File: src/sspc_regs.svh
/*
 * register map, field positions, reset values and timing counts of the
 * switch source and pwm control block.
 * assumes a 100 MHz internal clock and one 16-bit host frame per access.
 */
// Summary of operation
// each 3-bit switch source field selects off, on, timer a/b or pwm a/b
// overcurrent or overtemperature on a switch clears its source field to off
// fail duty field sets third fail output duty: 20, 10, 5, 2.5 percent
// pin b config: 0xx third fail output, 100 off, 110 low-side, 111 high-side
// pin a config: 0xx second fail output, 100 off, 110 low-side, 111 high-side
// config 101 makes a pin a wake input with a 16 us static filter
// host using a filter time for cyclic sense assigns that timer to a switch
// pwm duty 0 is off, 255 fully on, otherwise on for N/255 of period
// host should not rely on tiny nonzero duty values like 1
// pwm frequency bit (bit 2 for b, bit 0 for a): 0 is 200 Hz, 1 is 400 Hz
// reserved bits ignore writes and read as zero
// pin config and duty registers clear on power-on or soft reset, kept on restart
// frequency register clears on power-on or soft reset, select bits kept on restart
// scratch byte clears only on power-on, kept across soft reset
// block logic never uses scratch byte; it survives fail-safe and restart
// scratch byte is accessible only in normal mode; other accesses are blocked
// each access is a 16-bit frame: 7-bit address, mode bit, then data byte
// pwm period from a counter on the internal clock, compared with duty
// a reserved source code leaves the switch off
`ifndef SSPC_REGS_SVH
`define SSPC_REGS_SVH

// ----------------------------------------------------------------
// addresses
// ----------------------------------------------------------------
`define SSPC_ADDR_SWITCH_SRC   7'h15
`define SSPC_ADDR_PIN_CFG      7'h17
`define SSPC_ADDR_PWM_A_DUTY   7'h18
`define SSPC_ADDR_PWM_B_DUTY   7'h19
`define SSPC_ADDR_PWM_FREQ     7'h1c
`define SSPC_ADDR_SCRATCH      7'h1e

// ----------------------------------------------------------------
// frame and field layout
// ----------------------------------------------------------------
`define SSPC_FRM_ADDR_MSB      6
`define SSPC_FRM_WRITE_BIT     7
`define SSPC_FRM_DATA_LSB      8
`define SSPC_SRC_C_LSB         0
`define SSPC_SRC_D_LSB         4
`define SSPC_PIN_A_LSB         0
`define SSPC_PIN_B_LSB         3
`define SSPC_FO_DUTY_LSB       6
`define SSPC_FREQ_A_BIT        0
`define SSPC_FREQ_B_BIT        2
`define SSPC_SWITCH_SRC_MASK   8'h77
`define SSPC_PWM_FREQ_MASK     8'h05
`define SSPC_RESET_VALUE       8'h00

// ----------------------------------------------------------------
// timing
// ----------------------------------------------------------------
`define SSPC_CLK_NS            10
`define SSPC_WAKE_FILT_NS      16000
`define SSPC_WAKE_FILT_CYC     ((`SSPC_WAKE_FILT_NS + `SSPC_CLK_NS - 1) / `SSPC_CLK_NS)
`define SSPC_PWM_200_NS        5000000
`define SSPC_PWM_200_CYC       (`SSPC_PWM_200_NS / `SSPC_CLK_NS)
`define SSPC_PWM_STEPS         255
`define SSPC_PWM_FULL          8'hff
`define SSPC_FO_PERIOD_CYC     400

`endif

File: src/sspc_pkg.sv
/*
 * types of the switch source and pwm control block.
 * assumes nothing beyond the register header.
 */
package sspc_pkg;

    typedef enum logic [2:0] {
        SSPC_SRC_OFF     = 3'b000,
        SSPC_SRC_ON      = 3'b001,
        SSPC_SRC_TIMER_A = 3'b010,
        SSPC_SRC_TIMER_B = 3'b011,
        SSPC_SRC_PWM_A   = 3'b100,
        SSPC_SRC_PWM_B   = 3'b101,
        SSPC_SRC_RSVD_6  = 3'b110,
        SSPC_SRC_RSVD_7  = 3'b111
    } sspc_src_e;

    typedef enum logic [2:0] {
        SSPC_PIN_FAIL_0 = 3'b000,
        SSPC_PIN_FAIL_1 = 3'b001,
        SSPC_PIN_FAIL_2 = 3'b010,
        SSPC_PIN_FAIL_3 = 3'b011,
        SSPC_PIN_OFF    = 3'b100,
        SSPC_PIN_WAKE   = 3'b101,
        SSPC_PIN_LOW    = 3'b110,
        SSPC_PIN_HIGH   = 3'b111
    } sspc_pin_e;

endpackage : sspc_pkg

File: src/sspc_pwm_if.sv
/*
 * link between the control top and one pwm generator.
 * assumes both ends run on the same clock.
 */
`timescale 1ns/1ps
interface sspc_pwm_if;
    logic [7:0] duty;
    logic       freq_sel;
    logic       out;

    modport ctl (output duty, output freq_sel, input out);
    modport gen (input duty, input freq_sel, output out);
endinterface : sspc_pwm_if

File: src/sspc_pwm.sv
/*
 * one 8-bit pwm generator, 255 steps per period, 200 Hz or 400 Hz.
 * assumes duty and frequency come from registers on the same clock.
 */
`timescale 1ns/1ps
`include "sspc_regs.svh"
module sspc_pwm #(
    parameter int PERIOD_200 = `SSPC_PWM_200_CYC,
    parameter int PRE_W      = 12
) (
    input  wire logic i_mclk,
    input  wire logic i_reset_n,
    sspc_pwm_if.gen   pwm
);
    // tick length rounds down, so the period can be up to 254 cycles short (200 cycles at the default 200 Hz)
    localparam logic [PRE_W-1:0] TICK_200 = PRE_W'(PERIOD_200 / `SSPC_PWM_STEPS - 1);
    localparam logic [PRE_W-1:0] TICK_400 = PRE_W'(PERIOD_200 / (2 * `SSPC_PWM_STEPS) - 1);
    localparam logic [7:0]       LAST_STEP = 8'(`SSPC_PWM_STEPS - 1);

    logic [PRE_W-1:0] pre_r;
    logic [7:0]       step_r;
    logic             out_r;
    wire  [PRE_W-1:0] tick_lim  = pwm.freq_sel ? TICK_400 : TICK_200;
    wire              tick      = (pre_r >= tick_lim);
    wire              step_wrap = (step_r == LAST_STEP);
    wire              out_nxt   = (pwm.duty == `SSPC_PWM_FULL) | (step_r < pwm.duty);


    always_ff @(posedge i_mclk) begin
        if (!i_reset_n) begin
            pre_r  <= '0;
            step_r <= 8'h00;
            out_r  <= 1'b0;
        end else begin
            pre_r  <= tick ? '0 : pre_r + 1'b1;
            if (tick) begin
                step_r <= step_wrap ? 8'h00 : step_r + 8'h01;
            end
            out_r  <= out_nxt;
        end
    end

    assign pwm.out = out_r;
endmodule : sspc_pwm

File: src/sspc_top.sv
/*
 * switch source select, pin function, pwm and scratch registers.
 * assumes host frames arrive already deserialised on the internal clock,
 * and that fault, mode, timer and fail inputs are on the same clock.
 * pin inputs are asynchronous and are synchronised here.
 */
`timescale 1ns/1ps
`include "sspc_regs.svh"
module sspc_top #(
    parameter int PWM_PERIOD_200 = `SSPC_PWM_200_CYC,
    parameter int FO_PERIOD      = `SSPC_FO_PERIOD_CYC
) (
    input  wire logic        i_mclk,
    input  wire logic        i_reset_n,
    input  wire logic        i_soft_reset,
    input  wire logic        i_restart_entry,
    input  wire logic        i_normal_mode,
    input  wire logic        i_frame_valid,
    input  wire logic [15:0] i_frame,
    input  wire logic        i_switch_c_fault,
    input  wire logic        i_switch_d_fault,
    input  wire logic        i_timer_a,
    input  wire logic        i_timer_b,
    input  wire logic        i_fail_output_second,
    input  wire logic        i_fail_third_active,
    input  wire logic [1:0]  i_pin_in,
    output logic             o_rd_valid_r,
    output logic [7:0]       o_rd_data_r,
    output logic             o_switch_c_on_r,
    output logic             o_switch_d_on_r,
    output logic [1:0]       o_pin_out_r,
    output logic [1:0]       o_pin_oe_r,
    output logic [1:0]       o_pin_wake_r
);
    localparam int          WAKE_W   = $clog2(`SSPC_WAKE_FILT_CYC + 1);
    localparam logic [WAKE_W-1:0] WAKE_LAST = WAKE_W'(`SSPC_WAKE_FILT_CYC - 1);
    localparam int          FO_W     = $clog2(FO_PERIOD + 1);

    // ------------------------------------------------------------
    // frame decode
    // ------------------------------------------------------------
    wire [6:0] addr   = i_frame[`SSPC_FRM_ADDR_MSB:0];
    wire [7:0] wdata  = i_frame[15:`SSPC_FRM_DATA_LSB];
    wire       wr     = i_frame_valid & i_frame[`SSPC_FRM_WRITE_BIT];
    wire       wr_src = wr & (addr == `SSPC_ADDR_SWITCH_SRC);
    wire       wr_pin = wr & (addr == `SSPC_ADDR_PIN_CFG);
    wire       wr_pa  = wr & (addr == `SSPC_ADDR_PWM_A_DUTY);
    wire       wr_pb  = wr & (addr == `SSPC_ADDR_PWM_B_DUTY);
    wire       wr_frq = wr & (addr == `SSPC_ADDR_PWM_FREQ);
    // scratch is closed outside normal mode
    wire       scr_ok = (addr == `SSPC_ADDR_SCRATCH) & i_normal_mode;
    wire       wr_scr = wr & scr_ok;

    // ------------------------------------------------------------
    // registers
    // ------------------------------------------------------------
    logic [7:0] src_r, pin_r, duty_a_r, duty_b_r, freq_r, scratch_r;
    logic [7:0] src_nxt;

    // fault clear wins over a host write in the same cycle: a tripped switch must stay off
    always_comb begin
        src_nxt = wr_src ? (wdata & `SSPC_SWITCH_SRC_MASK) : src_r;
        if (i_switch_c_fault) begin
            src_nxt[`SSPC_SRC_C_LSB +: 3] = 3'h0;
        end
        if (i_switch_d_fault) begin
            src_nxt[`SSPC_SRC_D_LSB +: 3] = 3'h0;
        end
    end

    always_ff @(posedge i_mclk) begin
        if (!i_reset_n || i_soft_reset || i_restart_entry) begin
            src_r <= `SSPC_RESET_VALUE;
        end else begin
            src_r <= src_nxt;
        end
    end

    // restart entry leaves these untouched
    always_ff @(posedge i_mclk) begin
        if (!i_reset_n || i_soft_reset) begin
            pin_r    <= `SSPC_RESET_VALUE;
            duty_a_r <= `SSPC_RESET_VALUE;
            duty_b_r <= `SSPC_RESET_VALUE;
            freq_r   <= `SSPC_RESET_VALUE;
        end else begin
            if (wr_pin) pin_r <= wdata;
            if (wr_pa) duty_a_r <= wdata;
            if (wr_pb) duty_b_r <= wdata;
            if (wr_frq) freq_r <= wdata & `SSPC_PWM_FREQ_MASK;
        end
    end

    // only power-on clears it; no block logic reads it
    always_ff @(posedge i_mclk) begin
        if (!i_reset_n) begin
            scratch_r <= `SSPC_RESET_VALUE;
        end else if (wr_scr) begin
            scratch_r <= wdata;
        end
    end

    // ------------------------------------------------------------
    // read back
    // ------------------------------------------------------------
    wire [7:0] rd_mux =
        (addr == `SSPC_ADDR_SWITCH_SRC) ? src_r    :
        (addr == `SSPC_ADDR_PIN_CFG)    ? pin_r    :
        (addr == `SSPC_ADDR_PWM_A_DUTY) ? duty_a_r :
        (addr == `SSPC_ADDR_PWM_B_DUTY) ? duty_b_r :
        (addr == `SSPC_ADDR_PWM_FREQ)   ? freq_r   :
        scr_ok                          ? scratch_r : 8'h00;

    always_ff @(posedge i_mclk) begin
        if (!i_reset_n) begin
            o_rd_valid_r <= 1'b0;
            o_rd_data_r  <= 8'h00;
        end else begin
            o_rd_valid_r <= i_frame_valid;
            o_rd_data_r  <= i_frame_valid ? rd_mux : o_rd_data_r;
        end
    end

    // ------------------------------------------------------------
    // pwm generators
    // ------------------------------------------------------------
    wire  [1:0] pwm_out;
    genvar g;
    generate
        for (g = 0; g < 2; g++) begin : g_pwm
            sspc_pwm_if pif ();
            assign pif.duty     = (g == 0) ? duty_a_r : duty_b_r;
            assign pif.freq_sel = freq_r[(g == 0) ? `SSPC_FREQ_A_BIT : `SSPC_FREQ_B_BIT];
            assign pwm_out[g]   = pif.out;
            sspc_pwm #(
                .PERIOD_200 (PWM_PERIOD_200)
            ) u_pwm (
                .i_mclk    (i_mclk),
                .i_reset_n (i_reset_n),
                .pwm       (pif.gen)
            );
        end
    endgenerate

    // ------------------------------------------------------------
    // switch drive
    // ------------------------------------------------------------
    // timers are passed in, not read from the ports inside, so that the continuous
    // assignments below re-evaluate when a timer level moves
    function automatic logic src_level(input logic [2:0] code, input logic [1:0] tm,
                                       input logic [1:0] pw);
        unique case (sspc_pkg::sspc_src_e'(code))
            sspc_pkg::SSPC_SRC_OFF:     src_level = 1'b0;
            sspc_pkg::SSPC_SRC_ON:      src_level = 1'b1;
            sspc_pkg::SSPC_SRC_TIMER_A: src_level = tm[0];
            sspc_pkg::SSPC_SRC_TIMER_B: src_level = tm[1];
            sspc_pkg::SSPC_SRC_PWM_A:   src_level = pw[0];
            sspc_pkg::SSPC_SRC_PWM_B:   src_level = pw[1];
            default:                    src_level = 1'b0;
        endcase
    endfunction : src_level

    wire [1:0] timers  = {i_timer_b, i_timer_a};
    wire sw_c_nxt = src_level(src_r[`SSPC_SRC_C_LSB +: 3], timers, pwm_out);
    wire sw_d_nxt = src_level(src_r[`SSPC_SRC_D_LSB +: 3], timers, pwm_out);

    always_ff @(posedge i_mclk) begin
        if (!i_reset_n) begin
            o_switch_c_on_r <= 1'b0;
            o_switch_d_on_r <= 1'b0;
        end else begin
            o_switch_c_on_r <= sw_c_nxt;
            o_switch_d_on_r <= sw_d_nxt;
        end
    end

    // ------------------------------------------------------------
    // third fail output duty
    // ------------------------------------------------------------
    logic [FO_W-1:0] fo_cnt_r;
    logic            fo3_r;
    wire  [1:0]      fo_duty = pin_r[`SSPC_FO_DUTY_LSB +: 2];
    wire  [FO_W-1:0] fo_on   = (fo_duty == 2'h0) ? FO_W'(FO_PERIOD / 5)  :
                               (fo_duty == 2'h1) ? FO_W'(FO_PERIOD / 10) :
                               (fo_duty == 2'h2) ? FO_W'(FO_PERIOD / 20) :
                                                   FO_W'(FO_PERIOD / 40);
    wire             fo_wrap = (fo_cnt_r == FO_W'(FO_PERIOD - 1));

    always_ff @(posedge i_mclk) begin
        if (!i_reset_n) begin
            fo_cnt_r <= '0;
            fo3_r    <= 1'b0;
        end else begin
            fo_cnt_r <= fo_wrap ? '0 : fo_cnt_r + 1'b1;
            fo3_r    <= i_fail_third_active & (fo_cnt_r < fo_on);
        end
    end

    // ------------------------------------------------------------
    // general pins
    // ------------------------------------------------------------
    wire [1:0] fail_src = {fo3_r, i_fail_output_second};
    generate
        for (g = 0; g < 2; g++) begin : g_pin
            logic [1:0]        sync_r;
            logic [WAKE_W-1:0] flt_cnt_r;
            wire  [2:0] cfg = pin_r[((g == 0) ? `SSPC_PIN_A_LSB : `SSPC_PIN_B_LSB) +: 3];
            wire  is_fail  = ~cfg[2];
            wire  is_wake  = (cfg == sspc_pkg::SSPC_PIN_WAKE);
            wire  is_low   = (cfg == sspc_pkg::SSPC_PIN_LOW);
            wire  is_high  = (cfg == sspc_pkg::SSPC_PIN_HIGH);
            wire  differ   = (sync_r[1] != o_pin_wake_r[g]);
            wire  accept   = is_wake & differ & (flt_cnt_r == WAKE_LAST);

            always_ff @(posedge i_mclk) begin
                if (!i_reset_n) begin
                    sync_r          <= 2'b00;
                    flt_cnt_r       <= '0;
                    o_pin_wake_r[g] <= 1'b0;
                    o_pin_out_r[g]  <= 1'b0;
                    o_pin_oe_r[g]   <= 1'b0;
                end else begin
                    sync_r          <= {sync_r[0], i_pin_in[g]};
                    flt_cnt_r       <= (is_wake & differ & !accept) ? flt_cnt_r + 1'b1 : '0;
                    if (accept) o_pin_wake_r[g] <= sync_r[1];
                    o_pin_out_r[g]  <= is_high | (is_fail & fail_src[g]);
                    o_pin_oe_r[g]   <= is_fail | is_low | is_high;
                end
            end

        end
    endgenerate
endmodule : sspc_top

File: config.mk
export PLATFORM = sky130hd
export DESIGN_NAME = sspc_top
export DESIGN_NICKNAME = d
export VERILOG_FILES = /design/src/sspc_pkg.sv /design/src/sspc_pwm_if.sv /design/src/sspc_pwm.sv /design/src/sspc_top.sv
export VERILOG_INCLUDE_DIRS = /design/src
export SDC_FILE = /design/constraint.sdc
export NUM_CORES = 1
export LEC_CHECK = 0
export BUFFER_PORTS_ARGS = -buffer_cell sky130_fd_sc_hd__clkbuf_2
export CAP_MARGIN = 25
export CORE_AREA = 10 10 126 128
export DETAILED_ROUTE_END_ITERATION = 8
export DIE_AREA = 0 0 136 138
export PLACE_DENSITY = 0.7
export SYNTH_ARGS = -nofsm -noshare
export SYNTH_HDL_FRONTEND = slang
export SYNTH_SLANG_ARGS = --single-unit
File: constraint.sdc
create_clock -name i_mclk -period 3.25 [get_ports i_mclk]
set_input_delay 0.1625 -clock i_mclk [delete_from_list [all_inputs] [get_ports i_mclk]]
set_output_delay 0.1625 -clock i_mclk [all_outputs]
set_load 0.01 [all_outputs]
---- Word level (Yosys, flattened, before mapping) ----
Index checks and enable logic that the tools add are counted.
word-level totals
  bits in registers ....................... 135
  input bits .............................. 30
  output and inout bits ................... 17
operators by class
  $add $sub $neg .......................... 7
  magnitude comparators ................... 5
  equality and inequality tests ........... 33
  mux-type cells .......................... 15
  bitwise logic cells ..................... 28
  reductions and logical operators ........ 13
operators with widths
  cell                                                             number
  8-bit two-way mux                                                8
  7-bit by 5-bit == test with 1-bit output, second input constant  6
  8-bit == test, second input constant                             4
  3-bit == test, second input constant                             10
  12-bit by 1-bit adder with 12-bit output, second input constant  2
  12-bit >= comparator                                             2
  11-bit by 1-bit adder with 11-bit output, second input constant  2
  11-bit == test, second input constant                            2
  11-bit two-way mux                                               2
  1-bit bitwise AND                                                17
  8-bit by 1-bit adder with 8-bit output, second input constant    2
  8-bit < comparator                                               2
  3-bit by 2-bit == test with 1-bit output, second input constant  4
  1-bit one-hot mux with 5 select lines                            2
  2-bit OR reduction                                               5
  9-bit by 1-bit adder with 9-bit output, second input constant    1
  9-bit == test, second input constant                             1
  9-bit by 7-bit < comparator with 1-bit output                    1
  1-bit OR                                                         8
  7-bit two-way mux                                                1
  3-bit by 1-bit == test with 1-bit output, second input constant  2
  6-bit two-way mux                                                1
  5-bit two-way mux                                                1
  2-bit AND reduction                                              2
  7 further kinds                                                  13

---- Depth between registers and ports, before layout ----
  word-level depth ........................ 8
  gate-level depth with buffers ........... 8
  gate-level depth less buffers ........... 7

---- Cells and area by module ----
Synthesis repeated with hierarchy kept, for this count alone.
unflattened totals
  cells, all modules ...................... 754
  area total of the unflattened synthesis .. 6829.0 um2
by module, submodules not included
  module    times used  cells each  area each (um2)  seq. area each (um2)
  sspc_top  1           446         4184.0           1861.8
  sspc_pwm  2           154         1322.5           420.4

---- Worst setup path after synthesis ----
No wires, ideal clock.
  path kind ............................... reg-to-reg
  from .................................... reg freq_r[0]
  to ...................................... reg g_pwm[0].u_pwm.step_r[2]
  arrival ................................. 1849 ps
  data required time ...................... 3180 ps
  setup slack ............................. 1331 ps
  stages on the path, launching flop included .. 8
  path buffers ............................ 0
  clock period less this slack ............ 1919 ps
  path through ............................ dfxtp_1 -> inv_1 -> ha_1 -> o211ai_1 -> o21ai_1 -> nand2_2 -> or4b_1 -> a21oi_1
between the ends
  longest elaborated chain between the ends .. 2
RTL lines
  what                    line            text
  from (decl)             sspc_top.sv:57  logic [7:0] src_r, pin_r, duty_a_r, duty_b_r, freq_r, scratch_r;
  from (signal assigned)  sspc_top.sv:85  freq_r <= `SSPC_RESET_VALUE;
  from (signal assigned)  sspc_top.sv:90  if (wr_frq) freq_r <= wdata & `SSPC_PWM_FREQ_MASK;
  11-bit two-way mux      sspc_pwm.sv:23  wire [PRE_W-1:0] tick_lim = pwm.freq_sel ? TICK_400 : TICK_200;
  12-bit >= comparator    sspc_pwm.sv:24  wire tick = (pre_r >= tick_lim);
  to (signal assigned)    sspc_pwm.sv:37  step_r <= step_wrap ? 8'h00 : step_r + 8'h01;
  to (decl)               sspc_pwm.sv:21  logic [7:0] step_r;
No other way between the ends.
A chain may end at the register's enable or synchronous reset.

---- Worst setup path in the final report ----
  from .................................... reg freq_r[0]
  to ...................................... reg g_pwm[0].u_pwm.pre_r[4]
between the ends
  longest elaborated chain between the ends .. 3
RTL lines
  what                                 line            text
  11-bit two-way mux                   sspc_pwm.sv:23
  12-bit >= comparator                 sspc_pwm.sv:24
  2-bit OR reduction (no source line)  -
  to (signal assigned)                 sspc_pwm.sv:35  pre_r <= tick ? '0 : pre_r + 1'b1;
  to (decl)                            sspc_pwm.sv:20  logic [PRE_W-1:0] pre_r;
No other way between the ends.

==> results.md <==
Clock network:
- For the worst-skew pair, the clock arrives at the later sink with an insertion delay of roughly 0.42 ns.
- The clock tree from TritonCTS is yes.
- The buffer depth of the longest clock path is 2.
- Once the clock tree was built, the setup fixing pass inserted 0 buffers.
- The maximum level of the CTS H-tree is 4.
- The root buffer cell is sky130_fd_sc_hd__clkbuf_16.
- The register clock-pin slew on the reported worst setup and hold paths is 0.06 ns.
- Clock tree synthesis inserted a total of 17 buffers.
- In this run, post-CTS repair resized a total of 0 instances.
- Clock tree synthesis found a total of 135 sinks.

Synthesis:
- The post-synth design cell area is 0.00650 mm^2.
- The fraction of registers with async set or reset after synthesis is 0.
- The mean area per synthesized cell is about 9.0 um^2.
- After synthesis, the most frequently instantiated cells are sky130_fd_sc_hd__dfxtp_1 (135), sky130_fd_sc_hd__nor2_1 (105), sky130_fd_sc_hd__nand2_1 (53).
- The number of nets handed over by synthesis was 790.
- The share of synthesized cell area in full adder, half adder and majority cells is 0.0731.
- Measured against the total synthesized area, the mux share comes to 0.0758.
- Yosys printed 0 warnings.
- The combinational family with the most area after synthesis is simple AND/OR/NAND/NOR gates.
- The number of storage elements in the synthesis netlist is about 140.
- The share of the Yosys chip area taken by registers is 0.416.
- The area fraction in compound gates after synthesis is 0.112.
- The cell type with the highest aggregate area in the netlist is sky130_fd_sc_hd__dfxtp_1.
- Sorting the synthesized cells by area gives the leading types as sky130_fd_sc_hd__dfxtp_1 (42%), sky130_fd_sc_hd__ha_1 (7.3%), sky130_fd_sc_hd__mux2i_1 (7.2%).
- The cell with the most instances after synthesis is sky130_fd_sc_hd__dfxtp_1.
- The synthesized design contains 0 enable-type register cells.
- The number of distinct library cells after synthesis is 65.
- The most common flop cell mapped by yosys is sky130_fd_sc_hd__dfxtp_1.
- Of the total synthesized cell area, the portion taken by XOR and XNOR cells is 0.0606.
- The basic-gate share of the synthesized area counting and, or, nand and nor cells is 0.232.
- The cell count after synthesis came out at 722.
- The fraction of post-synthesis cell area in the top cell type by area is 0.416.

Cells and area:
- The number of fillers in the final layout is roughly 1200.
- At the end of the flow, the number of nets in the layout was about 850.
- The proportion of layout cells with a drive suffix above 1 is 0.120.
- The final core utilization is 0.560.
- The area growth from synthesis to layout is 16.3%.
- The number of diodes is 0.

Power and ir drop:
- In this run the power spent charging and discharging nets is 0.000775 W.
- The share of total power dissipated in combinational logic is 0.038.
- The power density normalized to cell area is around 500 mW/mm^2.
- The leakage dissipation is roughly 2.9 nW.
- The largest vdd supply drop is between 0.3 and 0.4 mV.
- The internal power consumption is between 0.002 and 0.003 W.
- Of the total power, the share spent switching nets is 0.206.
- The register share of total power is 0.450.
- Of the total power, the clock network draws 0.512.

STA:
- The setup TNS after final layout is 0 ns.
- Subtracting the final worst setup slack from the clock period gives approximately 2.3 ns.
- The final worst clock skew is around 0.0057 ns.
- In the finished design, the share of the clock period the worst path needs comes to 0.716.
- The final setup violation count is 0.
- The total count of hold-check failures in the final report was 0.
- For the pin with the worst max-slew slack, the measured transition is a little over 0.8 ns.
- For this run, the top clock speed supported by timing is 430 MHz.
- The headroom to the max-slew limit is 0.458.
- The count of pins over their slew limit was 0.
- Setup repair after global routing left no endpoint under its margin.

Floorplan:
- In this run the standard cell core region covers around 0.014 mm^2.
- For this design the top-level I/O count stands at 47.
- The initial standard-cell utilization of the core is 0.481.
- After floorplanning, the core was divided into 43 placement rows.
- The floorplan step set the die height to about 140 um.
- The floorplan step defined a die boundary enclosing between 0.015 and 0.02 mm^2.
- The floorplan die width is ~140 um.

Global route:
- The wire length of the first global-routing pass is 25300 um.
- The pin count of the biggest net entering global routing is 23.
- The number of global-route vias before repair is 5414.
- The all-layer global routing usage is 0.164.
- The initial antenna violation count came to 0.
- Summed over all layers, the global routing overflow is 0.

Route:
- The average wire per cell in the routed design is about 16 um.
- The detailed-route DRC error count is 0.
- The total vias in the final route is ~5400.
- Before antenna repair, the detailed router went through 4 iterations.
- In the routed layout, each cell is associated on average with a via count of 5.53.
- The detailed router finished its first iteration with roughly 200 violations.
- Summed over all layers, the routed wires come to ~15000 um.
- In this run the remaining antenna-violating nets after routing total 0.

Worst setup path:
- Broken down by cell family, the worst path's largest delay share belongs to compound AO/OA/AOI/OAI gates.
- The launching instance or port of the critical path is freq_r[0].
- The number of buffers and inverters on the critical path is 1.
- The critical path endpoint category is a register.
- The worst setup path is of the register to register kind.
- The launching point of the worst reg2reg path is freq_r[0].
- The startpoint kind of the worst setup timing path is a register.
- At the worst endpoint, the required time is 3.59 ns.
- Along the worst path, the maximum fanout reaches 11.
- For this design, the slowest cell found on the critical path is sky130_fd_sc_hd__a2111oi_0.
- Walking the worst path, the cells encountered are inv_1 > ha_1 > a2111oi_0 > o21ai_1 > nand2_2 > nand2_1 > nor2_1.
- The largest single stage delay on the critical path is between 0.4 and 0.5 ns.
- For the worst setup path, the data arrival time is between 2 and 3 ns.

Worst hold path:
- The worst hold path begins at i_fail_output_second.
- The type of the worst min-delay path is input pin to register.

Outcome:
- The run finished with clean final reports.

Placed design:
- The number of I/O port buffers is 46.
- The final weighted congestion of routability-driven global placement is between 0.8 and 0.9.
- The total half-perimeter wirelength after legalization and detailed placement is between 10000 and 15000 um.

Run:
- The tool flagged a number of max-cap violations equal to 0.
==> power by group through the flow <==
| stage | clock [W] | combinational (W) | sequential (W) |
|---|---|---|---|
| final | 0.00192 | 0.000142 | 0.00169 |
| after global placement | 0 | 0.000134 | 0.00172 |
| after global routing | 0.00202 | 0.000159 | 0.00169 |
| after CTS | 0.00195 | 0.000144 | 0.00169 |
| after detailed placement | 0 | 0.000138 | 0.00172 |
| after floorplan | 0 | 0.0000732 | 0.00172 |
==> repair_timing <==
item | CTS | global route
hold endpoints to repair | 9 | 0
endpoints found under the setup margin | 0 | 0
hold buffers | 7 | 0
==> per-layer routing <==
layer / up-vias / global-route usage / routed length [um]
li1: 2664 / - / -
met1: 2567 / 0.178 / 6200
met2: 91 / 0.288 / 7860
met3: 32 / 0.0395 / 590
met4: 0 / 0.0813 / 467
met5: - / 0 / 0
==> sequential cells by signal (all words and copies together) (netlist names) <==
register and flops:
pin_r 8, scratch_r 8, g_pwm.u_pwm.pre_r 24, fo3_r 1, duty_b_r 8, fo_cnt_r 9, src_r 6, g_pwm.u_pwm.pwm.out 2
o_rd_valid_r 1, freq_r 2, g_pwm.u_pwm.step_r 16, o_pin_oe_r 2, o_pin_out_r 2, g_pin.flt_cnt_r 22, g_pin.sync_r 4, o_switch_c_on_r 1
o_switch_d_on_r 1, o_pin_wake_r 2, duty_a_r 8, o_rd_data_r 8
==> worst register-to-register path, stage by stage, from the launching register on <==
cell and delay (ns):
sky130_fd_sc_hd__dfxtp_1 0.41, sky130_fd_sc_hd__inv_1 0.12, sky130_fd_sc_hd__ha_1 0.30, sky130_fd_sc_hd__a2111oi_0 0.46
sky130_fd_sc_hd__o21ai_1 0.30, sky130_fd_sc_hd__nand2_2 0.21, sky130_fd_sc_hd__nand2_1 0.25, sky130_fd_sc_hd__nor2_1 0.20
==> layout by cell type (no fill, tap or decap), types with 10 or more instances in the layout <==
cell                        instances
sky130_fd_sc_hd__and2_1            14
sky130_fd_sc_hd__clkbuf_16         17
sky130_fd_sc_hd__dfxtp_1          135
sky130_fd_sc_hd__a21oi_1           16
sky130_fd_sc_hd__inv_1             30
sky130_fd_sc_hd__xnor2_1           18
sky130_fd_sc_hd__nand2b_1          10
sky130_fd_sc_hd__xor2_1            27
sky130_fd_sc_hd__mux2i_1           47
sky130_fd_sc_hd__o21ai_0           27
sky130_fd_sc_hd__nand4_1           16
sky130_fd_sc_hd__nand3_1           33
sky130_fd_sc_hd__nand2_1           53
sky130_fd_sc_hd__nor2_1           105
sky130_fd_sc_hd__and3_1            13
sky130_fd_sc_hd__clkbuf_2          46
sky130_fd_sc_hd__ha_1              38
==> per-stage QoR <==
stage / setup WS, ns / hold WS [ns] / instance area [um^2] / instances / total power (W)
6_report: 0.924 / 0.0177 / 7560 / 969 / 0.00375
5_1_grt: 0.707 / 0.0629 / 7560 / 969 / 0.00387
4_1_cts: 0.872 / 0.00342 / 7560 / 969 / 0.00379
3_5_place_dp: 0.952 / 0.374 / 6890 / 932 / 0.00186
3_3_place_gp: 1.10 / 0.367 / 6890 / 932 / 0.00186
2_1_floorplan: 1.33 / 0.241 / 6500 / 722 / 0.00180
==> logic make-up after synthesis <==
| kind of cell | Yosys count |
|---|---|
| compound gates | 109 |
| xor+xnor | 45 |
| fa+ha+maj | 38 |
| buf+inv | 49 |
| flops | 135 |
| mux | 49 |
| simple gates | 297 |
==> area by class of cell <==
type / count / area, um^2 / share of cell area
clock buffer: 21 / 470 / 0.0623
clock inverter: 9 / 125 / 0.0166
timing repair buffer: 56 / 323 / 0.0427
tap: 180 / 225 / 0.0298
multi-input combinational: 538 / 3600 / 0.476
inverter: 30 / 113 / 0.0149
sequential: 135 / 2700 / 0.358
==> worst paths after layout <==
kind | depth (start not counted) | endpoint | slack (ns)
setup reg to reg | 7 | g_pwm[0].u_pwm.pre_r[4] | 0.92
setup / recovery | 7 | g_pwm[0].u_pwm.pre_r[4] | 0.92
hold / removal | 3 | o_pin_out_r[0] | 0.02
hold reg to reg | 1 | g_pin[1].sync_r[1] | 0.44
Power figures use the tool's default switching activity.
